==> src/rtl/kwd_map.vh <==
// register map, field positions, keys and timing constants of the keyed watchdog
`ifndef KWD_MAP_VH
`define KWD_MAP_VH

// ****************************************************************
// bus and register placement
// ****************************************************************
`define KWD_ADDR_W        10
`define KWD_CTL_INDEX     10'h0e6
// byte address is four times the index
`define KWD_CTL_ADDR      10'h398
`define KWD_DATA_W        32
`define KWD_REG_W         16

// ****************************************************************
// control and status fields
// ****************************************************************
`define KWD_CTL_RESET     16'hc080
`define KWD_BIT_ON        15
`define KWD_BIT_RST_SEL   14
`define KWD_BIT_RST_SEEN  13
`define KWD_BIT_INT_SEEN  12
`define KWD_BIT_TEST      11
`define KWD_FIELD_HI      7
`define KWD_FIELD_LO      0
`define KWD_FIELD_W       8
`define KWD_FIELD_RESET   8'h80

// ****************************************************************
// key words
// ****************************************************************
`define KWD_KEY_UNLOCK_A  16'h3333
`define KWD_KEY_UNLOCK_B  16'hcccc
`define KWD_KEY_RESTART_A 16'haaaa
`define KWD_KEY_RESTART_B 16'h5555

// ****************************************************************
// interval timing, in processor clocks as powers of two
// ****************************************************************
`define KWD_CNT_W         27
`define KWD_EXP_BIT0      10
`define KWD_EXP_BASE      19
`define KWD_EXP_TEST      4

`endif

==> src/rtl/kwd_interval.v <==
// interval field decode: lowest set bit picks the terminal count
`timescale 1ns/1ns
`include "kwd_map.vh"

module kwd_interval
#(
	parameter integer EXP_REDUCE = 0
)
(
	input  wire [`KWD_FIELD_W-1:0] interval_field,
	input  wire                    test_mode,
	output reg  [`KWD_CNT_W-1:0]   terminal,
	output reg                     terminal_valid
);

	integer i;
	integer exponent;

	// ****************************************************************
	// priority decode, lowest bit wins
	// ****************************************************************
	always @*
	begin
		exponent       = 0;
		terminal_valid = 1'b0;
		for (i = `KWD_FIELD_W - 1; i >= 0; i = i - 1)
		begin
			if (interval_field[i])
			begin
				terminal_valid = 1'b1;
				exponent = (i == 0) ? `KWD_EXP_BIT0 : (`KWD_EXP_BASE + i);
			end
		end
		exponent = exponent - EXP_REDUCE;
		if (test_mode)
			exponent = `KWD_EXP_TEST;
		if (exponent < 1)
			exponent = 1;
		terminal = ({{(`KWD_CNT_W-1){1'b0}}, 1'b1} << exponent) - {{(`KWD_CNT_W-1){1'b0}}, 1'b1};
	end

endmodule

==> src/rtl/kwd_count.v <==
// hidden timeout counter with restart and expiry detect
`timescale 1ns/1ns
`include "kwd_map.vh"

module kwd_count
(
	input  wire                  ref_clk,
	input  wire                  rst,
	input  wire                  ce,
	input  wire                  run,
	input  wire                  restart,
	input  wire [`KWD_CNT_W-1:0] terminal,
	input  wire                  terminal_valid,
	output wire                  expire
);

	reg  [`KWD_CNT_W-1:0] count_reg;

	// ****************************************************************
	// expiry, also immediate when the interval shrank below the count
	// ****************************************************************
	assign expire = run & terminal_valid & (count_reg >= terminal);

	always @(posedge ref_clk or posedge rst)
	begin
		if (rst)
			count_reg <= {`KWD_CNT_W{1'b0}};
		else if (ce)
		begin
			if (restart || expire)
				count_reg <= {`KWD_CNT_W{1'b0}};
			else if (run)
				count_reg <= count_reg + {{(`KWD_CNT_W-1){1'b0}}, 1'b1};
		end
	end

endmodule

==> src/rtl/kwd_watchdog.v <==
// keyed watchdog timer with avalon-mm control and status register
`timescale 1ns/1ns
`include "kwd_map.vh"

module kwd_watchdog
#(
	parameter integer EXP_REDUCE = 0
)
(
	input  wire                    ref_clk,
	input  wire                    rst,
	input  wire                    por,
	input  wire                    ce,
	input  wire [`KWD_ADDR_W-1:0]  avs_address,
	input  wire                    avs_read,
	input  wire                    avs_write,
	input  wire [`KWD_DATA_W-1:0]  avs_writedata,
	input  wire [3:0]              avs_byteenable,
	output wire [`KWD_DATA_W-1:0]  avs_readdata,
	output wire                    avs_waitrequest,
	output wire                    sys_reset_req,
	output wire                    nmi_req
);

	// ****************************************************************
	// key recognition states
	// ****************************************************************
	localparam [1:0] KEY_IDLE     = 2'b00;
	localparam [1:0] KEY_UNLOCK_A = 2'b01;
	localparam [1:0] KEY_OPEN     = 2'b10;
	localparam [1:0] KEY_RESTART  = 2'b11;

	// ****************************************************************
	// declarations
	// ****************************************************************
	reg  [1:0]                key_state_reg;
	reg  [1:0]                key_state_next;
	reg                       ack_reg;
	reg  [`KWD_DATA_W-1:0]    readdata_reg;
	reg                       timer_on_reg;
	reg                       reset_on_expiry_reg;
	reg                       expiry_reset_seen_reg;
	reg                       expiry_interrupt_seen_reg;
	reg                       test_mode_reg;
	reg  [`KWD_FIELD_W-1:0]   interval_reg;
	reg                       config_done_reg;
	reg                       sys_reset_req_reg;
	reg                       nmi_req_reg;
	reg                       cause_reg;
	reg                       started_a_reg;
	reg                       started_b_reg;
	reg                       restart_pulse;
	reg                       config_write;
	reg                       keyed_write;
	wire                      busy;
	reg                       hit;
	wire                      full_word;
	wire                      do_write;
	wire                      do_read;
	wire [`KWD_REG_W-1:0]     wdata;
	wire [`KWD_REG_W-1:0]     status_word;
	wire [`KWD_CNT_W-1:0]     terminal;
	wire                      terminal_valid;
	wire                      expire;
	wire                      run;
	wire                      expire_to_reset;
	wire                      expire_to_int;
	wire                      keyed_read;
	wire                      capture;
	wire                      req_any;
	wire                      is_unlock_a;
	wire                      is_unlock_b;
	wire                      is_restart_a;
	wire                      is_restart_b;
	wire                      wr_on;
	wire                      wr_rst_sel;
	wire                      wr_test;
	wire [`KWD_FIELD_W-1:0]   wr_interval;

	// ****************************************************************
	// avalon-mm slave: one wait cycle, then the access completes
	// ****************************************************************
	assign req_any         = avs_read | avs_write;
	assign busy            = req_any & ce;
	// a frozen clock enable keeps the master waiting
	assign avs_waitrequest = req_any & ~(ack_reg & ce);
	assign full_word       = (avs_byteenable[1:0] == 2'b11);
	assign do_write        = busy & ack_reg & avs_write & hit & full_word;
	assign do_read         = busy & ack_reg & avs_read & hit;
	assign wdata           = avs_writedata[`KWD_REG_W-1:0];
	assign avs_readdata    = readdata_reg;

	always @(posedge ref_clk or posedge rst)
	begin
		if (rst)
			ack_reg <= 1'b0;
		else if (ce)
			ack_reg <= busy & ~ack_reg;
	end

	// ****************************************************************
	// address decode, only the control word is mapped
	// ****************************************************************
	always @*
	begin
		if (avs_address == `KWD_CTL_ADDR)
			hit = 1'b1;
		else
			hit = 1'b0;
	end

	// ****************************************************************
	// status word, the count itself never appears here
	// ****************************************************************
	assign status_word = {timer_on_reg, reset_on_expiry_reg, expiry_reset_seen_reg,
		expiry_interrupt_seen_reg, test_mode_reg, 3'b000, interval_reg};

	always @(posedge ref_clk or posedge rst)
	begin
		if (rst)
			readdata_reg <= {`KWD_DATA_W{1'b0}};
		else if (ce && busy && !ack_reg && avs_read)
		begin
			if (hit)
				readdata_reg <= {{(`KWD_DATA_W-`KWD_REG_W){1'b0}}, status_word};
			else
				readdata_reg <= {`KWD_DATA_W{1'b0}};
		end
	end

	// ****************************************************************
	// write word classification
	// ****************************************************************
	assign is_unlock_a  = (wdata == `KWD_KEY_UNLOCK_A);
	assign is_unlock_b  = (wdata == `KWD_KEY_UNLOCK_B);
	assign is_restart_a = (wdata == `KWD_KEY_RESTART_A);
	assign is_restart_b = (wdata == `KWD_KEY_RESTART_B);
	assign wr_on        = wdata[`KWD_BIT_ON];
	assign wr_rst_sel   = wdata[`KWD_BIT_RST_SEL];
	assign wr_test      = wdata[`KWD_BIT_TEST];
	assign wr_interval  = wdata[`KWD_FIELD_HI:`KWD_FIELD_LO];

	// ****************************************************************
	// key sequence recognition
	// ****************************************************************
	always @*
	begin
		key_state_next = key_state_reg;
		restart_pulse  = 1'b0;
		config_write   = 1'b0;
		keyed_write    = 1'b0;
		if (do_write)
		begin
			case (key_state_reg)
				KEY_OPEN:
				begin
					key_state_next = KEY_IDLE;
					config_write   = ~config_done_reg;
					keyed_write    = 1'b1;
				end
				default:
				begin
					if (key_state_reg == KEY_UNLOCK_A && is_unlock_b)
						key_state_next = KEY_OPEN;
					else if (key_state_reg == KEY_RESTART && is_restart_b)
					begin
						key_state_next = KEY_IDLE;
						restart_pulse  = 1'b1;
						keyed_write    = 1'b1;
					end
					else if (is_unlock_a)
						key_state_next = KEY_UNLOCK_A;
					else if (is_restart_a)
						key_state_next = KEY_RESTART;
					else
						key_state_next = KEY_IDLE;
				end
			endcase
		end
	end

	always @(posedge ref_clk or posedge rst)
	begin
		if (rst)
			key_state_reg <= KEY_IDLE;
		else if (ce)
			key_state_reg <= key_state_next;
	end

	assign keyed_read = do_read & (key_state_reg == KEY_OPEN);

	// ****************************************************************
	// configuration, accepted once per reset
	// ****************************************************************
	always @(posedge ref_clk or posedge rst)
	begin
		if (rst)
		begin
			timer_on_reg        <= 1'b1;
			reset_on_expiry_reg <= 1'b1;
			test_mode_reg       <= 1'b0;
			interval_reg        <= `KWD_FIELD_RESET;
			config_done_reg     <= 1'b0;
		end
		else if (ce && config_write)
		begin
			timer_on_reg        <= wr_on;
			reset_on_expiry_reg <= wr_rst_sel;
			test_mode_reg       <= wr_test;
			interval_reg        <= wr_interval;
			config_done_reg     <= 1'b1;
		end
	end

	// ****************************************************************
	// interval decode and counter
	// ****************************************************************
	kwd_interval
	#(
		.EXP_REDUCE     (EXP_REDUCE)
	)
	u_interval
	(
		.interval_field (interval_reg),
		.test_mode      (test_mode_reg),
		.terminal       (terminal),
		.terminal_valid (terminal_valid)
	);

	assign run = timer_on_reg & ~sys_reset_req_reg;

	kwd_count u_count
	(
		.ref_clk        (ref_clk),
		.rst            (rst),
		.ce             (ce),
		.run            (run),
		.restart        (restart_pulse),
		.terminal       (terminal),
		.terminal_valid (terminal_valid),
		.expire         (expire)
	);

	// ****************************************************************
	// expiry action
	// ****************************************************************
	assign expire_to_reset = expire & (reset_on_expiry_reg | expiry_interrupt_seen_reg);
	assign expire_to_int   = expire & ~reset_on_expiry_reg & ~expiry_interrupt_seen_reg;

	always @(posedge ref_clk or posedge rst)
	begin
		if (rst)
		begin
			sys_reset_req_reg <= 1'b0;
			nmi_req_reg       <= 1'b0;
		end
		else if (ce)
		begin
			if (expire_to_reset)
				sys_reset_req_reg <= 1'b1;
			nmi_req_reg <= expire_to_int;
		end
	end

	assign sys_reset_req = sys_reset_req_reg;
	assign nmi_req       = nmi_req_reg;

	// ****************************************************************
	// interrupt-event flag, set wins over clear
	// ****************************************************************
	always @(posedge ref_clk or posedge rst)
	begin
		if (rst)
			expiry_interrupt_seen_reg <= 1'b0;
		else if (ce)
		begin
			if (expire_to_int)
				expiry_interrupt_seen_reg <= 1'b1;
			else if (keyed_write)
				expiry_interrupt_seen_reg <= 1'b0;
		end
	end

	// ****************************************************************
	// reset cause, kept across system reset by power-on reset only
	// ****************************************************************
	always @(posedge ref_clk or posedge rst)
	begin
		if (rst)
		begin
			started_a_reg <= 1'b0;
			started_b_reg <= 1'b0;
		end
		else if (ce)
		begin
			started_a_reg <= 1'b1;
			started_b_reg <= started_a_reg;
		end
	end

	assign capture = ce & started_a_reg & ~started_b_reg;

	always @(posedge ref_clk or posedge por)
	begin
		if (por)
			cause_reg <= 1'b0;
		else if (ce)
		begin
			if (expire_to_reset)
				cause_reg <= 1'b1;
			else if (capture)
				cause_reg <= 1'b0;
		end
	end

	always @(posedge ref_clk or posedge rst)
	begin
		if (rst)
			expiry_reset_seen_reg <= 1'b0;
		else if (ce)
		begin
			if (capture)
				expiry_reset_seen_reg <= cause_reg;
			else if (keyed_write || keyed_read)
				expiry_reset_seen_reg <= 1'b0;
		end
	end

endmodule

==> config.mk <==
export PLATFORM = sky130hd
export DESIGN_NAME = kwd_watchdog
export DESIGN_NICKNAME = d
export VERILOG_FILES = /design/src/rtl/kwd_interval.v /design/src/rtl/kwd_count.v /design/src/rtl/kwd_watchdog.v
export VERILOG_INCLUDE_DIRS = /design/src /design/src/rtl
export SDC_FILE = /design/constraint.sdc
export NUM_CORES = 1
export LEC_CHECK = 0
export ABC_AREA = 1
export BUFFER_PORTS_ARGS = -buffer_cell sky130_fd_sc_hd__buf_4
export CORE_ASPECT_RATIO = 0.6
export CORE_UTILIZATION = 53
export CTS_BUF_LIST = sky130_fd_sc_hd__clkbuf_4
export DETAILED_ROUTE_END_ITERATION = 10
export PLACE_DENSITY = 0.85
export SKIP_LAST_GASP = 1
export SYNTH_ARGS = -nofsm -noshare
export SYNTH_HDL_FRONTEND = slang
export SYNTH_SLANG_ARGS = --single-unit
==> constraint.sdc <==
create_clock -name ref_clk -period 3.8 [get_ports ref_clk]
set_input_delay 0.19 -clock ref_clk [delete_from_list [all_inputs] [get_ports ref_clk]]
set_output_delay 0.19 -clock ref_clk [all_outputs]
set_load 0.03 [all_outputs]
==> results.ini, run 1 <==
[power_and_ir_drop]
internal_power_uw=919
powerDensity_nw_per_um2=237
clkPwrFrac=0.375
pwr-share-seq=0.538
p_switching_uw=335
switching_share=0.267
leakagePower_uw=0.00285
comb_power_share=0.087
max-vdd-ir-drop_uv=227

[critical_path]
cp.required_ns=4.11
worstRegToRegCells=22
cp-end-kind=register
timing.rr.end=u_count.count_reg[15]
path_cells=nor2_1 > nand2_1 > nor2_4 > nand3_2 > ha_1 > inv_1 > nor2_2 > nand3_1 > nand2_1 > nand2_1 > inv_1 > ha_1 > nand2_1 > nor2_1 > nand2_1 > nor3_1 > nand2_1 > nand3_1 > nand2_2 > buf_4 > nand4_1 > nand2_1
crit_arrival_ns=3.76
reg2reg_from=interval_reg[6]
slowest_stage=dfrtp_1
cpPeakStageDelay_ns=0.42
crit_path_frequent_cell=nand2_1
crit_type=register to register
worstSetupStartpointType=register
rrSetupSlack_ns=0.35
critPathMaxFanout=8

[sta]
rsz0062_at_grt=no
max_freq_ghz=0.290
slew_viol_final=0
slew_headroom=0.528
fin_crit_sh=0.907
tns_ns=0
setup_violations=0
layout_min_cycle_time_ns=3.45
hold_viol=0
finClkSkew_ns=0.0186
worstMarginPinSlew_ns=0.706

[clock_network]
htree_levels=3
cts_root_buffer=clkbuf_4
cts_tree=done
clockBufferDepth=2
clkTransAtPathRegs_ns=0.10
numCtsBuffers=9
clock_sinks=62
clock_latency_ns=0.44

[layout]
drive_gt1_frac=0.127
fillers=778
final_nets=811
largest_register_ffs=27
areaGrowthSynthToFinish_pct=12.4
final_cell_area_um2=5290
diodes=0

[placement]
placed_area_um2=5120
dpl.hpwl_um=9710
routabilityCongestion=0.943
numPortBuffers=49

[detailed_routing]
wire_per_inst_um=14.7
drt-vias-per-instance=5.44
drtIter0Drc=387
detail-route-antenna-nets=0
remaining_drc_errors=0
via_count=4610
first_pass_iters=7
wl_um=12500

[floorplanning]
fp.dieW_um=124
rows=26
io_pins=87
die-area_um2=9280
dieHeight_um=75.0
start_util=0.551
coreArea_um2=8560

[worst_hold_path]
hp-start=avs_writedata[14]
hold_class=primary input to register
min_path_cells=2
hold-path-endpoint=reset_on_expiry_reg

[synth]
ys_seq_area_frac=0.330
syn-cell-area_um2=4710
synth_commonest_cells=nand2_1, inv_1, nor2_1
ys_warn_count=0
synth_most_common_cell=nand2_1
synthArstFlopShare=1.00
ys.flop_type=dfrtp_1
synth_cell_types=37
syn_area_per_cell_um2=6.97
synth_cells=676
synth_seq_cells=62
synth_edf_count=0
yosysTopAreaCellShare=0.313
yosys.area.top_type=dfrtp_1
synthTopCellsByArea=dfrtp_1, nand2_1, ha_1

[grt]
grt_max_degree=35
overflow=0
track_usage=0.300
grt_first_pass_wirelength_um=20800
antenna_found_initial=0
grt_pass1_vias=4279

[flow_run]
drv_cap=0

[status]
status=finished, final reports clean

## critical path: cells and delay by family (launching register included)
kind	cells	cell delay, ns
adders and majority gates	2	0.57
buffers and inverters	3	0.38
DFF	1	0.42
and+or+nand+nor	17	1.96
## layout by cell type, fill, tap and decap left out, types with 2 or more instances in the layout
master	n
a21oi_1	19
buf_4	57
clkbuf_4	12
clkinv_2	2
conb_1	21
dfrtp_1	59
dfstp_2	3
dlygate4sd3_1	2
ha_1	29
inv_1	92
inv_2	3
nand2_1	188
nand2_2	2
nand2_8	2
nand3_1	30
nand4_1	47
nor2_1	60
nor2_2	2
nor3_1	19
nor4_1	3
o21a_1	3
o21ai_0	42
o21ai_1	2
xnor2_1	9
xor2_1	12
## kinds of logic (layout without fill, tap and decap cells)
group                    after synthesis  count (layout)  synth area share
flip-flops                            62              62             0.330
AO/OA/AOI/OAI                         68              68            0.0749
XOR/XNOR                              21              21            0.0390
adder cells (fa/ha/maj)               29              29            0.0770
buffers and inverters                132             172             0.129
AND/OR/NAND/NOR                      361             361             0.346
multiplexers                           1               1           0.00239
other                                  2              21           0.00159
## power groups by stage
stage	Clock, µW	Combinational (µW)	Sequential (µW)
floorplan	0	81.7	679
global placement	0	105	686
detailed placement	0	107	686
CTS	476	109	673
global route	502	122	676
finish	471	109	674
## area by class of cell
cell class | count | area [µm²] | share of cell area
flip-flops and latches | 62 | 1560 | 0.294
repair buffers | 59 | 448 | 0.0846
well taps | 112 | 140 | 0.0265
inverters | 97 | 377 | 0.0712
multi-input cells | 501 | 2630 | 0.498
clock buffers | 12 | 90.1 | 0.0170
clock inverters | 4 | 48.8 | 0.00922
## how the worst max path moves through the flow
stage	startpoint	end	slack (ns)	cells after the start
6_report	interval_reg[6]	u_count.count_reg[15]	0.35	22
5_1_grt	interval_reg[5]	u_count.count_reg[13]	0.08	22
3_3_place_gp	interval_reg[6]	u_count.count_reg[8]	0.33	22
2_1_floorplan	interval_reg[7]	u_count.count_reg[6]	0.84	21
3_5_place_dp	interval_reg[6]	u_count.count_reg[16]	0.15	22
4_1_cts	interval_reg[6]	u_count.count_reg[13]	0.09	22
## metrics by stage
step	setup WS [ns]	total power [µW]	hold slack, ns	instances	util
global placement	0.331	791	0.0445	829	0.599
floorplan	0.840	760	-0.0813	695	-
finish	0.352	1250	0.0361	847	0.619
CTS	0.0896	1260	0.0184	847	0.617
detailed placement	0.149	794	0.0506	829	0.599
global route	0.0779	1300	0.0226	847	0.619
## layer usage
layer	up-vias	track usage	wire (µm)
met5	-	0	0
met4	0	0.0790	100
met3	13	0.108	1420
met2	207	0.424	4950
met1	2129	0.431	6010
li1	2261	-	-
## what timing repair did
item / 4_1_cts / 5_1_grt
hold buffers: 2 / 0
gates resized for setup: 0 / 4
endpoints found under the setup margin: 0 / 31
buffers inserted: 0 / 0
endpoints found under the hold margin: 28 / 0
No activity file was read; power rests on OpenSTA's default activity.
==> run 2: changes to the inputs <==
--- a/config.mk
+++ b/config.mk
@@ -6,13 +6,13 @@
 export SDC_FILE = /design/constraint.sdc
 export NUM_CORES = 1
 export LEC_CHECK = 0
-export ABC_AREA = 1
 export BUFFER_PORTS_ARGS = -buffer_cell sky130_fd_sc_hd__buf_4
 export CORE_ASPECT_RATIO = 0.6
 export CORE_UTILIZATION = 53
 export CTS_BUF_LIST = sky130_fd_sc_hd__clkbuf_4
 export DETAILED_ROUTE_END_ITERATION = 10
-export PLACE_DENSITY = 0.85
+export MAX_ROUTING_LAYER = met4
+export PLACE_DENSITY = 0.86
 export SKIP_LAST_GASP = 1
 export SYNTH_ARGS = -nofsm -noshare
 export SYNTH_HDL_FRONTEND = slang
==> results.ini, run 2 <==
[status]
status=finished, final reports clean

[placement]
dpl.hpwl_um=7710
routabilityCongestion=0.865
placed_area_um2=4480
dp.cells=605
numPortBuffers=49

[power_and_ir_drop]
clkPwrFrac=0.404
p_switching_uw=362
p_total_uw=1350
max-vdd-ir-drop_uv=250
switching_share=0.269
internal_power_uw=985
leakagePower_uw=0.00245
powerDensity_nw_per_um2=279
comb_power_share=0.100
pwr-share-seq=0.496

[clock_network]
clock_sinks=62
clock_latency_ns=0.46
post_cts_buffers=0
clockBufferDepth=2
cts_root_buffer=clkbuf_4
numCtsBuffers=9
htree_levels=3
cts_tree=done
clkTransAtPathRegs_ns=0.12

[sta]
layout_min_cycle_time_ns=3.62
hold_viol=0
fin_crit_sh=0.953
worstMarginPinSlew_ns=0.866
max_freq_ghz=0.276
tns_ns=0
slew_viol_final=0
slew_headroom=0.421
setup_violations=0
finClkSkew_ns=0.0190

[layout]
final_nets=607
largest_register_ffs=27
ff_latch_area_um2=1560
diodes=0
stdcell_count=635
fillers=612
final_cell_area_um2=4830
final_cell_mix=nand2_1, dfrtp_1, buf_4
drive_gt1_frac=0.215
areaGrowthSynthToFinish_pct=19.6
layout_commonest_cell=nand2_1
multiInputGateArea_um2=2320

[grt]
antenna_found_initial=0
grt_max_degree=34
grt_pass1_vias=3564
grt_first_pass_wirelength_um=17500
track_usage=0.298
overflow=0

[detailed_routing]
detail-route-antenna-nets=0
remaining_drc_errors=0
wl_um=10600
via_count=3660
drt-vias-per-instance=5.76
drtIter0Drc=230
wire_per_inst_um=16.7
first_pass_iters=5

[critical_path]
path_delay_family=simple AND/OR/NAND/NOR gates
crit_type=register to register
crit_arrival_ns=3.96
cpPeakStageDelay_ns=0.46
worstSetupStartpointType=register
critPathMaxFanout=21
path_cells=nor2_2 > nand2_1 > nor3_2 > nand2_1 > ha_4 > nand2b_1 > nand2_1 > mux2i_1 > a21oi_1 > or2_2 > ha_1 > nand2_1 > o21ai_0 > nand2b_1 > a31oi_1 > a21oi_2 > a21oi_2 > buf_12 > nor2_1
cp-end-kind=register
critPathBufInv=1
cp.required_ns=4.14
slowest_stage=dfrtp_1
crit_path_frequent_cell=nand2_1

[synth]
synth_commonest_cells=nand2_1, dfrtp_1, nor2_1
synth_cells=456
synthTopCellsByArea=dfrtp_1, ha_1, nand2_1
yosysTopAreaCellShare=0.366
synth_cell_types=54
syn_area_per_cell_um2=8.86
synthArstFlopShare=1.00
ys_seq_area_frac=0.385
ys.flop_type=dfrtp_1
synth_edf_count=0
yosys.area.top_type=dfrtp_1
syn-cell-area_um2=4040
synth_seq_cells=62
ys_warn_count=0
synth_most_common_cell=nand2_1

[flow_run]
drv_cap=0

[floorplanning]
rows=24
coreArea_um2=7330
fp.dieW_um=115
die-area_um2=7990
start_util=0.551
io_pins=87
dieHeight_um=69.6

[worst_hold_path]
hold_class=primary input to asynchronous set/reset pin

[run 2: changes by cell type after synthesis, moves of 9 or more]
cell      previous run  this run
inv_1               93        14
nand2_1            189        68
nand2b_1             1        12
nand3_1             30        21
nand4_1             47        14
nor2_1              62        37
o21ai_0             42        28
[run 2: through the flow]
step           setup WS [ns]  hold WS [ns]  utilization
2_1_floorplan          0.232       -0.0813            -
5_1_grt              -0.0124         0.105        0.659
3_5_place_dp         -0.0734        0.0390        0.612
3_3_place_gp          0.0495        0.0371        0.612
6_report               0.177         0.111        0.659
4_1_cts               0.0643        0.0908        0.655
[run 2: what timing repair did]
item,CTS,global route
gates cloned,0,0
hold buffers,14,0
pin swaps,0,1
endpoints found under the hold margin,41,0
gates resized for setup,3,7
endpoints found under the setup margin,26,29
[run 2: cells by family (layout without fill, tap and decap cells)]
group | after synthesis | after routing | share of synthesized area
buf+inv | 48 | 104 | 0.0678
simple gates | 210 | 210 | 0.271
fa+ha+maj | 29 | 29 | 0.0898
mux | 11 | 11 | 0.0304
other cells | 2 | 21 | 0.00186
xor+xnor | 24 | 24 | 0.0520
compound gates | 70 | 70 | 0.102
flops | 62 | 62 | 0.385
[run 2: metal layers]
metal | GRT usage | vias to the layer above | wire [µm]
met1 | 0.389 | 1768 | 4760
li1 | - | 1703 | -
met5 | - | - | 0
met4 | 0.101 | 0 | 233
met3 | 0.0848 | 30 | 720
met2 | 0.446 | 159 | 4910
[run 2: cell type report]
cell class,count,area share
Inverter,14,0.0109
Clock inverter,7,0.0202
Sequential cell,62,0.322
Multi-Input combinational cell,365,0.481
Clock buffer,9,0.0140
Tap cell,104,0.0269
Timing Repair Buffer,74,0.125
[run 2: worst register-to-register path: cells and delay by family (launching register included)]
family / cells / cell delay [ns]
compound gates: 5 / 0.79
fa+ha+maj: 2 / 0.58
buf+inv: 1 / 0.18
flops: 1 / 0.46
mux: 1 / 0.15
simple gates: 10 / 1.35
[run 2: final timing paths]
path                                       from                    end  slack [ns]  cells after the start
worst max-delay path            interval_reg[3]  u_count.count_reg[21]        0.18                     19
min in group ref_clk                   avs_read  expiry_reset_seen_reg        0.11                      4
max in group asynchronous                   rst        interval_reg[7]        2.51                      4
worst max register to register  interval_reg[3]  u_count.count_reg[21]        0.18                     19
worst min-delay path                        por              cause_reg        0.11                      3
worst min register to register    started_a_reg          started_a_reg        0.48                      1
[run 2: power groups by stage]
stage / clock [µW] / sequential [µW] / combinational [µW]
global route: 579 / 668 / 148
CTS: 553 / 668 / 133
floorplan: 0 / 679 / 88.7
detailed placement: 0 / 680 / 120
finish: 544 / 668 / 135
global placement: 0 / 680 / 116
